$ cat src/rtl/dlc_pkg.sv
// Package with register map, field positions and timing counts
package dlc_pkg;
  localparam int unsigned CLK_HZ = 40000000;
  localparam int unsigned RING_HOLD_MS = 5000;
  localparam int unsigned WDOG_WINDOW_MS = 4096;
  localparam longint unsigned RING_HOLD_CYC =
    longint'(CLK_HZ) * RING_HOLD_MS / 1000;
  localparam longint unsigned WDOG_CYC =
    longint'(CLK_HZ) * WDOG_WINDOW_MS / 1000;
  // Register indices; byte address is four times the index
  localparam logic [7:0] IDX_HOOK = 8'h05;
  localparam logic [7:0] IDX_PWR = 8'h06;
  localparam logic [7:0] IDX_RATE = 8'h07;
  localparam logic [7:0] IDX_RSV8 = 8'h08;
  localparam logic [7:0] IDX_RSV9 = 8'h09;
  localparam logic [7:0] IDX_LOOP = 8'h0a;
  localparam logic [7:0] IDX_IDENT = 8'h0b;
  localparam logic [7:0] IDX_IRQ_STAT = 8'h20;
  localparam logic [7:0] IDX_IRQ_MASK = 8'h21;
  localparam logic [7:0] IDX_WDOG = 8'h22;
  localparam logic [7:0] IDX_SRST = 8'h23;
  // Field positions
  localparam int BIT_OFFHOOK = 0;
  localparam int BIT_RING_IND = 2;
  localparam int BIT_MONITOR = 3;
  localparam int BIT_RING_POS = 5;
  localparam int BIT_RING_NEG = 6;
  localparam int BIT_LINE_PD = 4;
  localparam int BIT_LOGIC_PD = 3;
  localparam int BIT_LOOPBACK = 0;
  localparam int BIT_RING_IRQ = 7;
  localparam int BIT_WDOG_IRQ = 0;
  localparam int BIT_WDOG_EN = 0;
  localparam int BIT_SRST = 0;
  // Reset values, rate code limit and response codes
  localparam logic [3:0] RATE_RESET = 4'h1;
  localparam logic [3:0] RATE_MAX = 4'h9;
  localparam logic [7:0] PWR_RESET = 8'h00;
  localparam logic [1:0] RESP_OKAY = 2'b00;
  localparam logic [1:0] RESP_SLVERR = 2'b10;
endpackage

$ cat src/rtl/dlc_if.sv
// Interface carrying the decoded register access strobes
`timescale 1ns/1ps
interface dlc_reg_if;
  logic wr_stb;
  logic [7:0] wr_idx;
  logic [7:0] wr_data;
  logic [7:0] rd_idx;
  logic [7:0] rd_data;
  logic rd_hit;
  logic wr_hit;
  modport slave (output wr_stb, wr_idx, wr_data, rd_idx,
                 input rd_data, rd_hit, wr_hit);
  modport core (input wr_stb, wr_idx, wr_data, rd_idx,
                output rd_data, rd_hit, wr_hit);
endinterface

$ cat src/rtl/dlc_axi_slave.sv
// AXI4-Lite slave that turns bus cycles into register strobes
`timescale 1ns/1ps
module dlc_axi_slave
  import dlc_pkg::*;
(
  // Clock and reset
  input wire logic aclk,
  input wire logic aresetn,
  input wire logic clk_en,
  // AXI4-Lite
  input wire logic [11:0] s_awaddr,
  input wire logic s_awvalid,
  output logic s_awready,
  input wire logic [31:0] s_wdata,
  input wire logic [3:0] s_wstrb,
  input wire logic s_wvalid,
  output logic s_wready,
  output logic [1:0] s_bresp,
  output logic s_bvalid,
  input wire logic s_bready,
  input wire logic [11:0] s_araddr,
  input wire logic s_arvalid,
  output logic s_arready,
  output logic [31:0] s_rdata,
  output logic [1:0] s_rresp,
  output logic s_rvalid,
  input wire logic s_rready,
  // Register side
  dlc_reg_if.slave rif
);
  logic aw_ff, w_ff;
  logic [9:0] awi_ff;
  logic [7:0] wd_ff;
  logic wen_ff;

  assign s_awready = clk_en && !aw_ff && !s_bvalid;
  assign s_wready = clk_en && !w_ff && !s_bvalid;
  assign s_arready = clk_en && !s_rvalid;

  // Write strobe fires once both halves are held
  assign rif.wr_stb = clk_en && aw_ff && w_ff && !s_bvalid;
  // Addresses above the register window map to a free index that no register decodes
  localparam logic [7:0] IDX_UNUSED = 8'hff;
  assign rif.wr_idx = (awi_ff[9:8] == 2'b00) ? awi_ff[7:0] : IDX_UNUSED;
  assign rif.wr_data = wd_ff;
  assign rif.rd_idx = (s_araddr[11:10] == 2'b00) ?
                      s_araddr[9:2] : IDX_UNUSED;

  always_ff @(posedge aclk) begin
    if (!aresetn) begin
      aw_ff <= 1'b0;
      w_ff <= 1'b0;
      awi_ff <= 10'h000;
      wd_ff <= 8'h00;
      wen_ff <= 1'b0;
    end else if (clk_en) begin
      if (s_awvalid && s_awready) begin
        aw_ff <= 1'b1;
        awi_ff <= s_awaddr[11:2];
      end
      if (s_wvalid && s_wready) begin
        w_ff <= 1'b1;
        wd_ff <= s_wdata[7:0];
        wen_ff <= s_wstrb[0];
      end
      if (rif.wr_stb) begin
        aw_ff <= 1'b0;
        w_ff <= 1'b0;
      end
    end
  end

  always_ff @(posedge aclk) begin
    if (!aresetn) begin
      s_bvalid <= 1'b0;
      s_bresp <= RESP_OKAY;
    end else if (clk_en) begin
      if (rif.wr_stb) begin
        s_bvalid <= 1'b1;
        s_bresp <= (rif.wr_hit && awi_ff[9:8] == 2'b00 && wen_ff) ?
                   RESP_OKAY : RESP_SLVERR;
      end else if (s_bready) begin
        s_bvalid <= 1'b0;
      end
    end
  end

  always_ff @(posedge aclk) begin
    if (!aresetn) begin
      s_rvalid <= 1'b0;
      s_rdata <= 32'h00000000;
      s_rresp <= RESP_OKAY;
    end else if (clk_en) begin
      if (s_arvalid && s_arready) begin
        s_rvalid <= 1'b1;
        s_rdata <= {24'h000000, rif.rd_data};
        s_rresp <= (rif.rd_hit && s_araddr[11:10] == 2'b00) ?
                   RESP_OKAY : RESP_SLVERR;
      end else if (s_rready) begin
        s_rvalid <= 1'b0;
      end
    end
  end
endmodule

$ cat src/rtl/dlc_line_ctrl.sv
// Line control register bank: hook, ring, power-down, rate, loopback
// Contract
// [RL1] Bit 0 of the hook register drives the line off-hook when one.
// [RL2] Ring indicator sets on a ring, clears 5 s after the last positive ring or on off-hook.
// [RL3] Positive ring flag reads one while a positive ring is present.
// [RL4] Negative ring flag reads one while a negative ring is present.
// [RL5] Monitor bit selects low-power on-hook monitoring for caller ID.
// [RL6] Line-side power-down bit powers the line-side chip down while set.
// [RL7] Software programs the clock generator before clearing line-side power-down.
// [RL8] Logic power-down stays in force until a soft reset.
// [RL9] A four-bit code selects the sample rate, resetting to 0001, 1010-1111 reserved.
// [RL10] Digital loopback routes transmit data to receive so output equals input.
// [RL11] Software writes zero to reserved bits and ignores their read value.
// [RL12] Identity register is read-only: line-side code high, revision low.
// [RL13] An enabled watchdog forces on-hook when no write occurs in 4.096 s.
// [RL14] A detected ring sets a sticky ring interrupt flag that software clears. The code sets it only on a positive ring edge.
// [RL15] Registers are eight bits at their number; writes to status fields are ignored.
//
// Implementation choice: the AXI4-Lite slave port.
`timescale 1ns/1ps
module dlc_line_ctrl
  import dlc_pkg::*;
#(
  parameter longint unsigned RING_HOLD = RING_HOLD_CYC,
  parameter longint unsigned WDOG_LIMIT = WDOG_CYC,
  // Identity values are arbitrary
  parameter logic [3:0] LINE_ID = 4'h3,
  parameter logic [3:0] SYS_REV = 4'h1
)(
  // Clock and reset
  input wire logic aclk,
  input wire logic aresetn,
  input wire logic clk_en,
  // AXI4-Lite register bus
  input wire logic [11:0] s_awaddr,
  input wire logic s_awvalid,
  output logic s_awready,
  input wire logic [31:0] s_wdata,
  input wire logic [3:0] s_wstrb,
  input wire logic s_wvalid,
  output logic s_wready,
  output logic [1:0] s_bresp,
  output logic s_bvalid,
  input wire logic s_bready,
  input wire logic [11:0] s_araddr,
  input wire logic s_arvalid,
  output logic s_arready,
  output logic [31:0] s_rdata,
  output logic [1:0] s_rresp,
  output logic s_rvalid,
  input wire logic s_rready,
  // Ring detector inputs
  input wire logic ring_positive,
  input wire logic ring_negative,
  // Line-side controls
  output logic off_hook,
  output logic onhook_monitor_enable,
  output logic line_side_power_down,
  output logic logic_power_down,
  output logic [3:0] sample_rate_code,
  output logic digital_loopback_enable,
  // Sample datapath
  input wire logic [15:0] tx_sample,
  input wire logic [15:0] rx_from_line,
  output logic [15:0] rx_sample,
  // Interrupt
  output logic irq
);
  localparam int RCW = $clog2(RING_HOLD + 1);
  localparam int WCW = $clog2(WDOG_LIMIT + 1);

  dlc_reg_if rif ();

  dlc_axi_slave u_slave (
    .aclk(aclk),
    .aresetn(aresetn),
    .clk_en(clk_en),
    .s_awaddr(s_awaddr),
    .s_awvalid(s_awvalid),
    .s_awready(s_awready),
    .s_wdata(s_wdata),
    .s_wstrb(s_wstrb),
    .s_wvalid(s_wvalid),
    .s_wready(s_wready),
    .s_bresp(s_bresp),
    .s_bvalid(s_bvalid),
    .s_bready(s_bready),
    .s_araddr(s_araddr),
    .s_arvalid(s_arvalid),
    .s_arready(s_arready),
    .s_rdata(s_rdata),
    .s_rresp(s_rresp),
    .s_rvalid(s_rvalid),
    .s_rready(s_rready),
    .rif(rif)
  );

  logic hook_ff;
  logic monitor_ff;
  logic line_pd_ff;
  logic logic_pd_ff;
  logic loop_ff;
  logic [3:0] rate_ff;
  logic ring_ind_ff;
  logic ring_pos_ff;
  logic ring_neg_ff;
  logic ring_pos_d_ff;
  logic [RCW-1:0] ring_cnt_ff;
  logic [WCW-1:0] wdog_cnt_ff;
  logic wdog_en_ff;
  logic [7:0] stat_ff;
  logic [7:0] mask_ff;
  logic [15:0] rx_ff;
  logic wr_ok;
  logic soft_rst;
  logic ring_rise;
  logic wdog_fire;
  logic [7:0] d;
  logic [7:0] rd_mux;
  logic rd_hit;

  assign d = rif.wr_data;
  // Logic power-down blocks writes except to the soft-reset and watchdog registers
  assign wr_ok = rif.wr_stb && !logic_pd_ff; // [RL8]
  assign soft_rst = rif.wr_stb && rif.wr_idx == IDX_SRST && d[BIT_SRST];
  assign ring_rise = ring_pos_ff && !ring_pos_d_ff;
  assign wdog_fire = wdog_en_ff && wdog_cnt_ff >= WCW'(WDOG_LIMIT - 1);

  // Hook and monitor bits; watchdog expiry drops the hook
  always_ff @(posedge aclk) begin
    if (!aresetn || soft_rst) begin
      hook_ff <= 1'b0;
      monitor_ff <= 1'b0;
    end else if (clk_en) begin
      if (wdog_fire) begin
        // Expiry beats a same-cycle hook write so the line really drops
        hook_ff <= 1'b0; // [RL13]
      end else if (wr_ok && rif.wr_idx == IDX_HOOK) begin
        hook_ff <= d[BIT_OFFHOOK]; // [RL1]
      end
      if (wr_ok && rif.wr_idx == IDX_HOOK) begin
        monitor_ff <= d[BIT_MONITOR]; // [RL5]
      end
    end
  end

  // Power-down bits; logic power-down leaves only via soft reset or hardware reset
  always_ff @(posedge aclk) begin
    if (!aresetn || soft_rst) begin
      line_pd_ff <= PWR_RESET[BIT_LINE_PD];
      logic_pd_ff <= PWR_RESET[BIT_LOGIC_PD];
    end else if (clk_en && wr_ok && rif.wr_idx == IDX_PWR) begin
      // Wake-up relies on software having set the clock generator first
      line_pd_ff <= d[BIT_LINE_PD]; // [RL6]
      logic_pd_ff <= d[BIT_LOGIC_PD]; // [RL8]
    end
  end

  // Reserved rate codes are refused and the old code kept
  always_ff @(posedge aclk) begin
    if (!aresetn || soft_rst) begin
      rate_ff <= RATE_RESET;
      loop_ff <= 1'b0;
    end else if (clk_en && wr_ok) begin
      if (rif.wr_idx == IDX_RATE && d[3:0] <= RATE_MAX) begin
        rate_ff <= d[3:0]; // [RL9]
      end
      if (rif.wr_idx == IDX_LOOP) begin
        loop_ff <= d[BIT_LOOPBACK]; // [RL10]
      end
    end
  end

  // Ring flags follow the detector; the indicator holds for 5 s
  always_ff @(posedge aclk) begin
    if (!aresetn) begin
      ring_pos_ff <= 1'b0;
      ring_neg_ff <= 1'b0;
      ring_pos_d_ff <= 1'b0;
    end else if (clk_en) begin
      ring_pos_ff <= ring_positive; // [RL3]
      ring_neg_ff <= ring_negative; // [RL4]
      // Delayed copy finds the positive ring edge for the interrupt
      ring_pos_d_ff <= ring_pos_ff;
    end
  end

  always_ff @(posedge aclk) begin
    if (!aresetn || soft_rst) begin
      ring_ind_ff <= 1'b0;
      ring_cnt_ff <= '0;
    end else if (clk_en) begin
      if (hook_ff) begin
        ring_ind_ff <= 1'b0; // [RL2]
        ring_cnt_ff <= '0;
      end else if (ring_pos_ff) begin
        // Only a positive ring restarts the hold time
        ring_ind_ff <= 1'b1; // [RL2]
        ring_cnt_ff <= '0;
      end else if (ring_neg_ff && !ring_ind_ff) begin
        ring_ind_ff <= 1'b1; // [RL2]
        ring_cnt_ff <= '0;
      end else if (ring_ind_ff) begin
        if (ring_cnt_ff >= RCW'(RING_HOLD - 1)) begin
          ring_ind_ff <= 1'b0; // [RL2]
          ring_cnt_ff <= '0;
        end else begin
          ring_cnt_ff <= ring_cnt_ff + 1'b1;
        end
      end
    end
  end

  // Watchdog; once enabled only a hardware reset disables it
  always_ff @(posedge aclk) begin
    if (!aresetn) begin
      wdog_en_ff <= 1'b0;
      wdog_cnt_ff <= '0;
    end else if (clk_en) begin
      if (rif.wr_stb && rif.wr_idx == IDX_WDOG && d[BIT_WDOG_EN]) begin
        wdog_en_ff <= 1'b1;
      end
      // Any write restarts the window, even one that is refused
      if (rif.wr_stb || !wdog_en_ff || wdog_fire) begin
        wdog_cnt_ff <= '0; // [RL13]
      end else begin
        wdog_cnt_ff <= wdog_cnt_ff + 1'b1;
      end
    end
  end

  // Sticky interrupt status; an event wins over a same-cycle clear
  always_ff @(posedge aclk) begin
    if (!aresetn || soft_rst) begin
      stat_ff <= 8'h00;
      mask_ff <= 8'h00;
    end else if (clk_en) begin
      if (wr_ok && rif.wr_idx == IDX_IRQ_STAT) begin
        stat_ff <= stat_ff & ~d; // [RL14]
      end
      if (wr_ok && rif.wr_idx == IDX_IRQ_MASK) begin
        mask_ff <= d;
      end
      if (ring_rise) begin
        stat_ff[BIT_RING_IRQ] <= 1'b1; // [RL14]
      end
      if (wdog_fire) begin
        stat_ff[BIT_WDOG_IRQ] <= 1'b1;
      end
    end
  end

  // Loopback replaces line samples with the transmit stream
  always_ff @(posedge aclk) begin
    if (!aresetn) begin
      rx_ff <= 16'h0000;
    end else if (clk_en) begin
      rx_ff <= loop_ff ? tx_sample : rx_from_line; // [RL10]
    end
  end

  // Read mux; reserved bits read zero, status writes are ignored
  always_comb begin
    rd_mux = 8'h00;
    rd_hit = 1'b1;
    unique case (rif.rd_idx)
      IDX_HOOK: begin
        rd_mux[BIT_OFFHOOK] = hook_ff;
        rd_mux[BIT_RING_IND] = ring_ind_ff;
        rd_mux[BIT_MONITOR] = monitor_ff;
        rd_mux[BIT_RING_POS] = ring_pos_ff;
        rd_mux[BIT_RING_NEG] = ring_neg_ff;
      end
      IDX_PWR: begin
        rd_mux[BIT_LINE_PD] = line_pd_ff;
        rd_mux[BIT_LOGIC_PD] = logic_pd_ff;
      end
      IDX_RATE: rd_mux[3:0] = rate_ff;
      IDX_RSV8, IDX_RSV9: rd_mux = 8'h00;
      IDX_LOOP: rd_mux[BIT_LOOPBACK] = loop_ff;
      // Fixed bits; a write to this index changes nothing
      IDX_IDENT: rd_mux = {LINE_ID, SYS_REV}; // [RL12]
      IDX_IRQ_STAT: rd_mux = stat_ff;
      IDX_IRQ_MASK: rd_mux = mask_ff;
      IDX_WDOG: rd_mux[BIT_WDOG_EN] = wdog_en_ff;
      IDX_SRST: rd_mux = 8'h00;
      default: rd_hit = 1'b0;
    endcase
  end

  assign rif.rd_data = rd_mux; // [RL15]
  assign rif.rd_hit = rd_hit;
  // Writes outside the map answer with an error response
  assign rif.wr_hit = (rif.wr_idx >= IDX_HOOK && rif.wr_idx <= IDX_IDENT) ||
                      (rif.wr_idx >= IDX_IRQ_STAT && rif.wr_idx <= IDX_SRST);

  assign off_hook = hook_ff; // [RL1]
  // Monitoring only makes sense on-hook, so it is gated off-hook
  assign onhook_monitor_enable = monitor_ff && !hook_ff; // [RL5]
  assign line_side_power_down = line_pd_ff; // [RL6]
  assign logic_power_down = logic_pd_ff;
  assign sample_rate_code = rate_ff;
  assign digital_loopback_enable = loop_ff;
  assign rx_sample = rx_ff;
  assign irq = |(stat_ff & mask_ff);
endmodule

$ cat config.mk
export PLATFORM = sky130hd
export DESIGN_NAME = dlc_line_ctrl
export DESIGN_NICKNAME = d
export VERILOG_FILES = /design/src/rtl/dlc_pkg.sv /design/src/rtl/dlc_if.sv /design/src/rtl/dlc_axi_slave.sv /design/src/rtl/dlc_line_ctrl.sv
export SDC_FILE = /design/constraint.sdc
export NUM_CORES = 1
export LEC_CHECK = 0
export ABC_AREA = 1
export BUFFER_PORTS_ARGS = -buffer_cell sky130_fd_sc_hd__buf_4
export CAP_MARGIN = 10
export CORE_MARGIN = 2
export CORE_UTILIZATION = 54
export DETAILED_ROUTE_END_ITERATION = 10
export PLACE_DENSITY = 0.77
export SETUP_SLACK_MARGIN = 0.15
export SLEW_MARGIN = 10
export SYNTH_ARGS = -nofsm -noshare
export SYNTH_HDL_FRONTEND = slang
export SYNTH_SLANG_ARGS = --single-unit
$ cat constraint.sdc
create_clock -name aclk -period 1.8 [get_ports aclk]
set_input_delay 0.09 -clock aclk [delete_from_list [all_inputs] [get_ports aclk]]
set_output_delay 0.09 -clock aclk [all_outputs]
set_load 0.05 [all_outputs]
==> impl_metrics.env, run 1 <==
export IMPL_grt_max_degree=35
export IMPL_crit_buf_inv=3
export IMPL_final_common_cell="nand2_1"
export IMPL_nFillCells=870
export IMPL_r2r_slack_ns=0.16
export IMPL_final_area_um2=9888
export IMPL_ios=169
export IMPL_postSynthAreaPerCell_um2=6.711
export IMPL_grt_overflow=0
export IMPL_fmaxAchievable_ghz=0.6098
export IMPL_first_iter_violations=576
export IMPL_setup_tns_final_ns=0
export IMPL_utilization=0.7836
export IMPL_syn_to_final_growth_pct=41.12
export IMPL_wl_met1_mm=8.497
export IMPL_irDropWorstVdd_uv=737.8
export IMPL_via_per_inst=5.279
export IMPL_n_antenna_cell=0
export IMPL_vias=7634
export IMPL_coreArea_um2=12620
export IMPL_async_flop_share=0
export IMPL_hp_class="in2reg"
export IMPL_cts_made_buffers=17
export IMPL_final_nets=1365
export IMPL_grt_pass1_vias=6864
export IMPL_drc=0
export IMPL_period_share=0.9111
export IMPL_synth_seq_area_share=0.3857
export IMPL_slew_violations=0
export IMPL_wl_per_cell_um=14.78
export IMPL_dpl_cell_count=1329
export IMPL_die_h_um=117.9
export IMPL_dieArea_um2=13900
export IMPL_hold_viol=0
export IMPL_netlist_area_um2=7007
export IMPL_fin_skew_ns=0.008031
export IMPL_cts_root_buf="clkbuf_16"
export IMPL_ys_ff_latch=135
export IMPL_drive_above_1_share=0.2747
export IMPL_place_area_um2=8084
export IMPL_cap_viol_max_count=0
export IMPL_finalNonFillerCells=1446
export IMPL_clockBufferDepth=2
export IMPL_clk_pin_slew_ns=0.06
export IMPL_gp_congestion=0.9762
export IMPL_p_per_area_nw_per_um2=768.2
export IMPL_cp_cell_sequence="inv_2, nand2_1, nor2_1, nand2_1, nor2_2, nand2_1, nand2_2, nand2_4, nand2_2, nand2_2, nand2_2, buf_6, clkbuf_16, nor2_1"
export IMPL_multi_input_area_um2=3986
export IMPL_dr_wl_met3_mm=1.058
export IMPL_yosysUniqueCellTypes=44
export IMPL_start_util=0.5552
export IMPL_synth_enable_flop_cells=0
export IMPL_grt_pass1_wl_mm=31.82
export IMPL_cts_sinks=135
export IMPL_path_class="reg2reg"
export IMPL_highest_layer="met4"
export IMPL_wl_mm=21.37
export IMPL_rsz0062_at_grt="true"
export IMPL_yosys_warnings=0
export IMPL_cp_required_ns=2.12
export IMPL_grt_util_all_layers=0.2809
export IMPL_cts_max_level=4
export IMPL_min_period_ns=1.640
export IMPL_hpwl_mm=12.67
export IMPL_critical_path_top_delay_family="simple AND/OR/NAND/NOR gates"
export IMPL_cts_tree="yes"
export IMPL_ant_nets=0
export IMPL_final_cell_mix="229 x nand2_1, 166 x buf_4, 130 x nor2_1"
export IMPL_dr_wl_met2_mm=11.03
export IMPL_numPortBuffers=111
export IMPL_synthCells=1044
export IMPL_register_area_um2=2771
export IMPL_die_width_um=117.9
export IMPL_crit_path_end_kind="register"
export IMPL_yosys_most_used_dff="dfxtp_1"
export IMPL_path_common_cell="nand2_2"
export IMPL_crit_path_max_fanout=7
export IMPL_rows=41
export IMPL_leakage_nw=4.376
export IMPL_clkLatencyLatePin_ns=0.44
export IMPL_crit_arrival_ns=1.96
export IMPL_firstDrtPassIters=8
export IMPL_cp_slowest_stage_delay_ns=0.32
export IMPL_cp_start_kind="register"
export IMPL_holdWs_ns=0.004840
export IMPL_status="finished, final reports clean"
export IMPL_crit_slowest_cell="dfxtp_1"
export IMPL_antenna_found_initial=0
export IMPL_finalSetupViolCount=0
[flip-flops by register name (all words and copies together), names as in the netlist, 8 cells and up]
| signal | count |
|---|---|
| mask_ff | 8 |
| ring_cnt_ff | 28 |
| rx_sample | 16 |
| stat_ff | 8 |
| u_slave.awi_ff | 10 |
| u_slave.rif.wr_data | 8 |
| u_slave.s_rdata | 8 |
| wdog_cnt_ff | 28 |
[through the flow]
step                total power [mW]  setup slack, ns
floorplan                      3.804           0.1299
global placement               4.046           0.1002
detailed placement             4.057          0.05489
CTS                            7.514           0.1505
global route                   7.837          0.02930
finish                         7.596           0.1600
[synth_stat cells, drive strengths merged (19+ instances only)]
library cell    n  area (um2)
a21oi          57       296.5
inv           126       478.0
nand3          81       415.4
xor2           23       201.4
dfxtp         135        2703
nand2         258        1005
o211ai         20       150.1
o21ai          46       230.2
nor3           19       121.4
nor2          168       658.1
nand4          26       181.4
buf            37       261.5
[power breakdown]
group / total, mW / switching, mW / leakage [nW] / internal (mW)
clock network: 3.39 / 1.46 / 0.268 / 1.93
logic: 1.08 / 0.681 / 2.99 / 0.400
registers: 3.12 / 0.0640 / 1.12 / 3.06
[layer usage]
| metal | GRT usage | vias up |
|---|---|---|
| li1 | - | 3751 |
| met1 | 0.3307 | 3530 |
| met4 | 0.1265 | 0 |
| met2 | 0.4945 | 278 |
| met3 | 0.05281 | 75 |
| met5 | 0 | - |
[worst paths after layout]
| check | from | endpoint | depth (start not counted) |
|---|---|---|---|
| max reg2reg | wdog_cnt_ff[18] | wdog_cnt_ff[14] | 14 |
| min reg2reg | ring_pos_d_ff | ring_pos_d_ff | 2 |
| max | wdog_cnt_ff[18] | wdog_cnt_ff[14] | 14 |
| min | tx_sample[3] | rx_sample[3] | 5 |
[kinds of logic (layout without fill, tap and decap cells)]
family,Yosys count,count (layout),synth area share
flip-flops,135,135,0.3857
adder cells (fa/ha/maj),2,2,0.003571
other,1,26,0.0005352
buffers and inverters,179,380,0.1143
AND/OR/NAND/NOR,562,566,0.3495
AO/OA/AOI/OAI,138,138,0.1127
XOR/XNOR,27,27,0.03375
[area by class of cell]
type | count | share of cell area
clock inverters | 14 | 0.01417
clock buffers | 18 | 0.04340
well taps | 172 | 0.02176
repair inverters | 1 | 0.0005061
inverters | 128 | 0.05061
flip-flops and latches | 135 | 0.2803
multi-input cells | 759 | 0.4031
repair buffers | 219 | 0.1861
[tightest hold or removal path: stages]
cell and delay (ns):
buf_4 0.08, nand2_1 0.04, nand3_1 0.07, o211ai_1 0.08, inv_1 0.05
[repair_timing]
item / 4_1_cts / 5_1_grt
buffers inserted: 5 / 28
gates cloned: 2 / 6
setup endpoints to repair: 75 / 95
hold endpoints to repair: 37 / 0
pin swaps: 3 / 25
hold buffers: 44 / 0
resized for setup: 26 / 121
Power figures use the tool's default switching activity.
==> run 2, diff against run 1 <==
BUFFER_PORTS_ARGS = -buffer_cell sky130_fd_sc_hd__buf_2   (was -buffer_cell sky130_fd_sc_hd__buf_4)
RECOVER_POWER = 25   (was default)
==> impl_metrics.env, run 2 (synthesis results as in run 1) <==
export IMPL_die_h_um=117.9
export IMPL_r2r_cells=13
export IMPL_grt_pass1_vias=6861
export IMPL_final_area_um2=9274
export IMPL_drc=0
export IMPL_relSlewSlack=0.5796
export IMPL_gp_congestion=0.9446
export IMPL_clk_pin_slew_ns=0.06
export IMPL_cts_root_buf="clkbuf_16"
export IMPL_cts_sinks=135
export IMPL_tightest_slew_ns=0.6333
export IMPL_nFillCells=990
export IMPL_antenna_found_initial=1
export IMPL_coreArea_um2=12620
export IMPL_path_class="reg2reg"
export IMPL_dpl_cell_count=1328
export IMPL_hpwl_mm=12.65
export IMPL_finalNonFillerCells=1416
export IMPL_cp_required_ns=2.12
export IMPL_finalPower_mw=7.648
export IMPL_leakage_nw=4.003
export IMPL_place_area_um2=7811
export IMPL_grt_util_all_layers=0.2678
export IMPL_cts_made_buffers=17
export IMPL_min_period_ns=1.667
export IMPL_numPortBuffers=111
export IMPL_drive_above_1_share=0.2307
export IMPL_hold_viol=0
export IMPL_final_common_cell="nand2_1"
export IMPL_cp_start_kind="register"
export IMPL_ant_nets=0
export IMPL_grt_pass1_wl_mm=30.61
export IMPL_firstDrtPassIters=8
export IMPL_clkLatencyLatePin_ns=0.42
export IMPL_crit_path_end_kind="register"
export IMPL_dieArea_um2=13900
export IMPL_finalSetupViolCount=0
export IMPL_fmaxAchievable_ghz=0.5998
export IMPL_slew_violations=0
export IMPL_p_per_area_nw_per_um2=824.6
export IMPL_utilization=0.7349
export IMPL_via_per_inst=5.201
export IMPL_clockBufferDepth=2
export IMPL_setup_tns_final_ns=0
export IMPL_crit_arrival_ns=1.98
export IMPL_r2r_start="wdog_cnt_ff[25]"
export IMPL_grt_overflow=0
export IMPL_cap_viol_max_count=0
export IMPL_crit_path_max_fanout=7
export IMPL_n_antenna_cell=0
export IMPL_syn_to_final_growth_pct=32.36
export IMPL_grt_max_degree=36
export IMPL_r2r_slack_ns=0.13
export IMPL_start_util=0.5552
export IMPL_cts_tree="yes"
export IMPL_setup_slack_ns=0.1328
export IMPL_cts_max_level=4
export IMPL_first_iter_violations=485
export IMPL_final_nets=1335
export IMPL_fin_skew_ns=0.007585
export IMPL_hp_class="in2reg"
export IMPL_place_ws_ns=0.09768
export IMPL_hold_path_startpoint="tx_sample[11]"
export IMPL_rows=41
export IMPL_ios=169
export IMPL_hold_depth=5
export IMPL_final_cell_mix="234 x nand2_1, 130 x nor2_1, 117 x inv_1"
export IMPL_irDropWorstVdd_uv=934.1
export IMPL_die_width_um=117.9
export IMPL_holdWs_ns=0.002477
export IMPL_whs_endpoint="rx_sample[11]"
export IMPL_wl_mm=19.52
export IMPL_period_share=0.9262
export IMPL_rsz0062_at_grt="true"
export IMPL_status="finished, final reports clean"
export IMPL_worst_r2r_endpoint="wdog_cnt_ff[25]"
export IMPL_wl_per_cell_um=13.78
export IMPL_vias=7365
[run 2: cell types whose count changed in the layout (fill, tap and decap cells not counted), sizes merged]
cell | before | now
clkbuf | 20 | 53
bufinv | 1 | 3
clkinv | 5 | 3
dlygate4sd3 | 44 | 33
buf | 173 | 122
nand2 | 262 | 261
[run 2: metal layers]
| layer | vias to the layer above | global-route usage | routed length (um) |
|---|---|---|---|
| met2 | 228 | 0.4797 | 10100 |
| met5 | - | 0 | 0 |
| met3 | 45 | 0.05959 | 923 |
| met4 | 0 | 0.1190 | 484 |
| met1 | 3396 | 0.3033 | 8012 |
| li1 | 3696 | - | - |
[run 2: timing repair]
item                       CTS  global route
hold endpoints to repair    32             0
setup endpoints to repair   66            88
gates cloned                 1             5
hold buffers                33             0
pin swaps                    3            26
setup buffers                4            13
gates resized for setup      9           118
[run 2: cell type report]
| class | instances | area [um2] | area share |
|---|---|---|---|
| Sequential cell | 135 | 2760 | 0.2976 |
| Tap cell | 172 | 215.2 | 0.02321 |
| Inverter | 128 | 493.0 | 0.05316 |
| Clock buffer | 17 | 425.4 | 0.04587 |
| Multi-Input combinational cell | 758 | 3925 | 0.4232 |
| Timing Repair Buffer | 191 | 1266 | 0.1365 |
| Clock inverter | 15 | 188.9 | 0.02037 |
[run 2: power by group]
group / total [mW] / internal [mW] / switching (mW)
Clock: 3.59 / 2.20 / 1.39
Combinational: 0.939 / 0.291 / 0.648
Sequential: 3.12 / 3.06 / 0.0610
[run 2: worst max path at each step]
stage | startpoint | to | slack, ns | cells past startpoint
after floorplan | u_slave.s_rvalid | u_slave.s_rdata[7] | 0.13 | 7
after CTS | u_slave.awi_ff[9] | off_hook | 0.08 | 8
after global routing | wdog_cnt_ff[25] | wdog_cnt_ff[24] | 0.05 | 13
after detailed placement | ring_cnt_ff[0] | ring_cnt_ff[21] | 0.1 | 10
after global placement | ring_cnt_ff[0] | ring_cnt_ff[21] | 0.13 | 10
final | wdog_cnt_ff[25] | wdog_cnt_ff[25] | 0.13 | 13
[run 2: worst max-delay path: stages (launching register included)]
cell and delay (ns):
dfxtp_2 0.33, inv_1 0.09, nand2_2 0.07, nor2_2 0.10, nand2_1 0.09, nor2_1 0.13, nand2_1 0.10, nand2_2 0.10
nand2_2 0.08, nand2_2 0.07, nand2_2 0.06, nand2_4 0.12, clkbuf_16 0.17, nor2_1 0.04
==> run 3, diff against run 2 <==
CELL_PAD_IN_SITES_DETAIL_PLACEMENT = 0   (was default)
CELL_PAD_IN_SITES_GLOBAL_PLACEMENT = 1   (was default)
CORE_UTILIZATION = 38   (was 54)
PLACE_DENSITY = 0.78   (was 0.77)
clock period = 1.65 ns   (was 1.8 ns; I/O delays follow)
==> impl_metrics.env, run 3 (synthesis results as in run 1) <==
export IMPL_final_common_cell="nand2_1"
export IMPL_hp_class="in2reg"
export IMPL_final_nets=1392
export IMPL_place_area_um2=8300
export IMPL_rows=49
export IMPL_grt_overflow=0
export IMPL_clkLatencyLatePin_ns=0.43
export IMPL_r2r_start="wdog_cnt_ff[7]"
export IMPL_setup_slack_ns=0.08759
export IMPL_cp_required_ns=1.96
export IMPL_fin_skew_ns=0.009623
export IMPL_crit_slowest_cell="dfxtp_1"
export IMPL_gp_congestion=0.8778
export IMPL_coreArea_um2=18020
export IMPL_utilization=0.5575
export IMPL_r2r_slack_ns=0.09
export IMPL_cts_max_level=4
export IMPL_cp_cell_sequence="nand2_2, nor2_2, nand2_1, nor2_2, nand2_1, nand2_2, nand2_2, nand2_2, nand2_2, nand2_4, clkbuf_16, nor2_2"
export IMPL_relSlewSlack=0.5619
export IMPL_holdWs_ns=0.005293
export IMPL_crit_path_end_kind="register"
export IMPL_crit_buf_inv=1
export IMPL_grt_pass1_wl_mm=32.89
export IMPL_drc=0
export IMPL_cts_sinks=135
export IMPL_tightest_slew_ns=0.6600
export IMPL_p_per_area_nw_per_um2=827.8
export IMPL_die_h_um=139.8
export IMPL_syn_to_final_growth_pct=43.41
export IMPL_crit_arrival_ns=1.87
export IMPL_drive_above_1_share=0.2898
export IMPL_vias=7325
export IMPL_min_period_ns=1.562
export IMPL_status="finished, final reports clean"
export IMPL_numPortBuffers=111
export IMPL_cts_tree="yes"
export IMPL_crit_path_max_fanout=6
export IMPL_period_share=0.9469
export IMPL_firstDrtPassIters=6
export IMPL_final_cell_mix="226 x nand2_1, 111 x inv_1, 106 x nor2_1"
export IMPL_slew_violations=0
export IMPL_cp_slowest_stage_delay_ns=0.36
export IMPL_first_iter_violations=335
export IMPL_irDropWorstVdd_uv=743.3
export IMPL_grt_max_degree=39
export IMPL_clockBufferDepth=2
export IMPL_cts_root_buf="clkbuf_16"
export IMPL_rsz0062_at_grt="true"
export IMPL_finalSetupViolCount=0
export IMPL_cp_start_kind="register"
export IMPL_r2r_cells=12
export IMPL_ant_nets=0
export IMPL_path_class="reg2reg"
export IMPL_worst_r2r_endpoint="wdog_cnt_ff[17]"
export IMPL_hold_path_startpoint="rx_from_line[9]"
export IMPL_cts_made_buffers=17
export IMPL_leakage_nw=4.338
export IMPL_path_common_cell="nand2_2"
export IMPL_fmaxAchievable_ghz=0.6400
export IMPL_wl_mm=20.35
export IMPL_cap_viol_max_count=0
export IMPL_final_area_um2=10050
export IMPL_ios=169
export IMPL_clk_pin_slew_ns=0.06
export IMPL_wl_per_cell_um=13.29
export IMPL_finalPower_mw=8.318
export IMPL_grt_util_all_layers=0.2048
export IMPL_critical_path_top_delay_family="simple AND/OR/NAND/NOR gates"
export IMPL_dieArea_um2=19540
export IMPL_via_per_inst=4.784
export IMPL_hpwl_mm=13.98
export IMPL_hold_viol=0
export IMPL_antenna_found_initial=1
export IMPL_cp_depth=12
export IMPL_hold_depth=5
export IMPL_start_util=0.3887
export IMPL_place_ws_ns=0.03233
export IMPL_die_width_um=139.8
export IMPL_whs_endpoint="rx_sample[9]"
export IMPL_grt_pass1_vias=6937
==> run 3: final cells by class <==
cell class,count,area [um2]
sequential,135,2773
timing repair buffer,248,1807
clock inverter,15,153.9
inverter,128,489.2
clock buffer,17,425.4
multi-input combinational,758,4111
tap,229,286.5
fill,1766,7976
antenna,1,2.502
==> run 3: how the worst max path moves through the flow <==
stage                 startpoint                   end  slack (ns)
3_5_place_dp      wdog_cnt_ff[0]       wdog_cnt_ff[24]        0.03
6_report          wdog_cnt_ff[7]       wdog_cnt_ff[17]        0.09
4_1_cts        u_slave.awi_ff[9]  line_side_power_down         0.1
5_1_grt           wdog_cnt_ff[7]       wdog_cnt_ff[19]       -0.02
3_3_place_gp   u_slave.awi_ff[8]   sample_rate_code[0]        0.06
2_1_floorplan  u_slave.awi_ff[8]        ring_cnt_ff[9]        0.16
==> run 3: repair_timing <==
action / 4_1_cts / 5_1_grt
endpoints found under the hold margin: 37 / 0
hold buffers: 51 / 0
setup buffers: 11 / 5
setup endpoints to repair: 70 / 84
resized for setup: 49 / 126
gates cloned: 2 / 3
pin swaps: 18 / 42
==> run 3: worst min-delay path, stage by stage <==
cell,delay (ns)
buf_2,0.08
nand2_1,0.04
nand3_1,0.07
o211ai_1,0.08
inv_1,0.05
==> run 3: per-layer routing <==
| layer | share of wire | vias to the layer above | track usage | wire [um] |
|---|---|---|---|---|
| met5 | 0 | - | 0 | 0 |
| met4 | 0.014 | 0 | 0.05684 | 295 |
| met3 | 0.027 | 20 | 0.04577 | 544 |
| met2 | 0.50 | 118 | 0.3602 | 10270 |
| met1 | 0.45 | 3386 | 0.2516 | 9238 |
| li1 | - | 3801 | - | - |
==> run 3: stage by stage <==
stage	setup TNS, ns	std cells
5_1_grt	-0.09107	1531
3_3_place_gp	0	1426
2_1_floorplan	0	1069
4_1_cts	0	1522
3_5_place_dp	0	1426
6_report	0	1531
==> run 3: report_power, final <==
group | internal [mW] | leakage, nW | switching [mW]
combinational | 0.401 | 2.93 | 0.743
sequential | 3.33 | 1.12 | 0.0582
clock | 2.14 | 0.290 | 1.64
total | 5.87 | 4.34 | 2.44
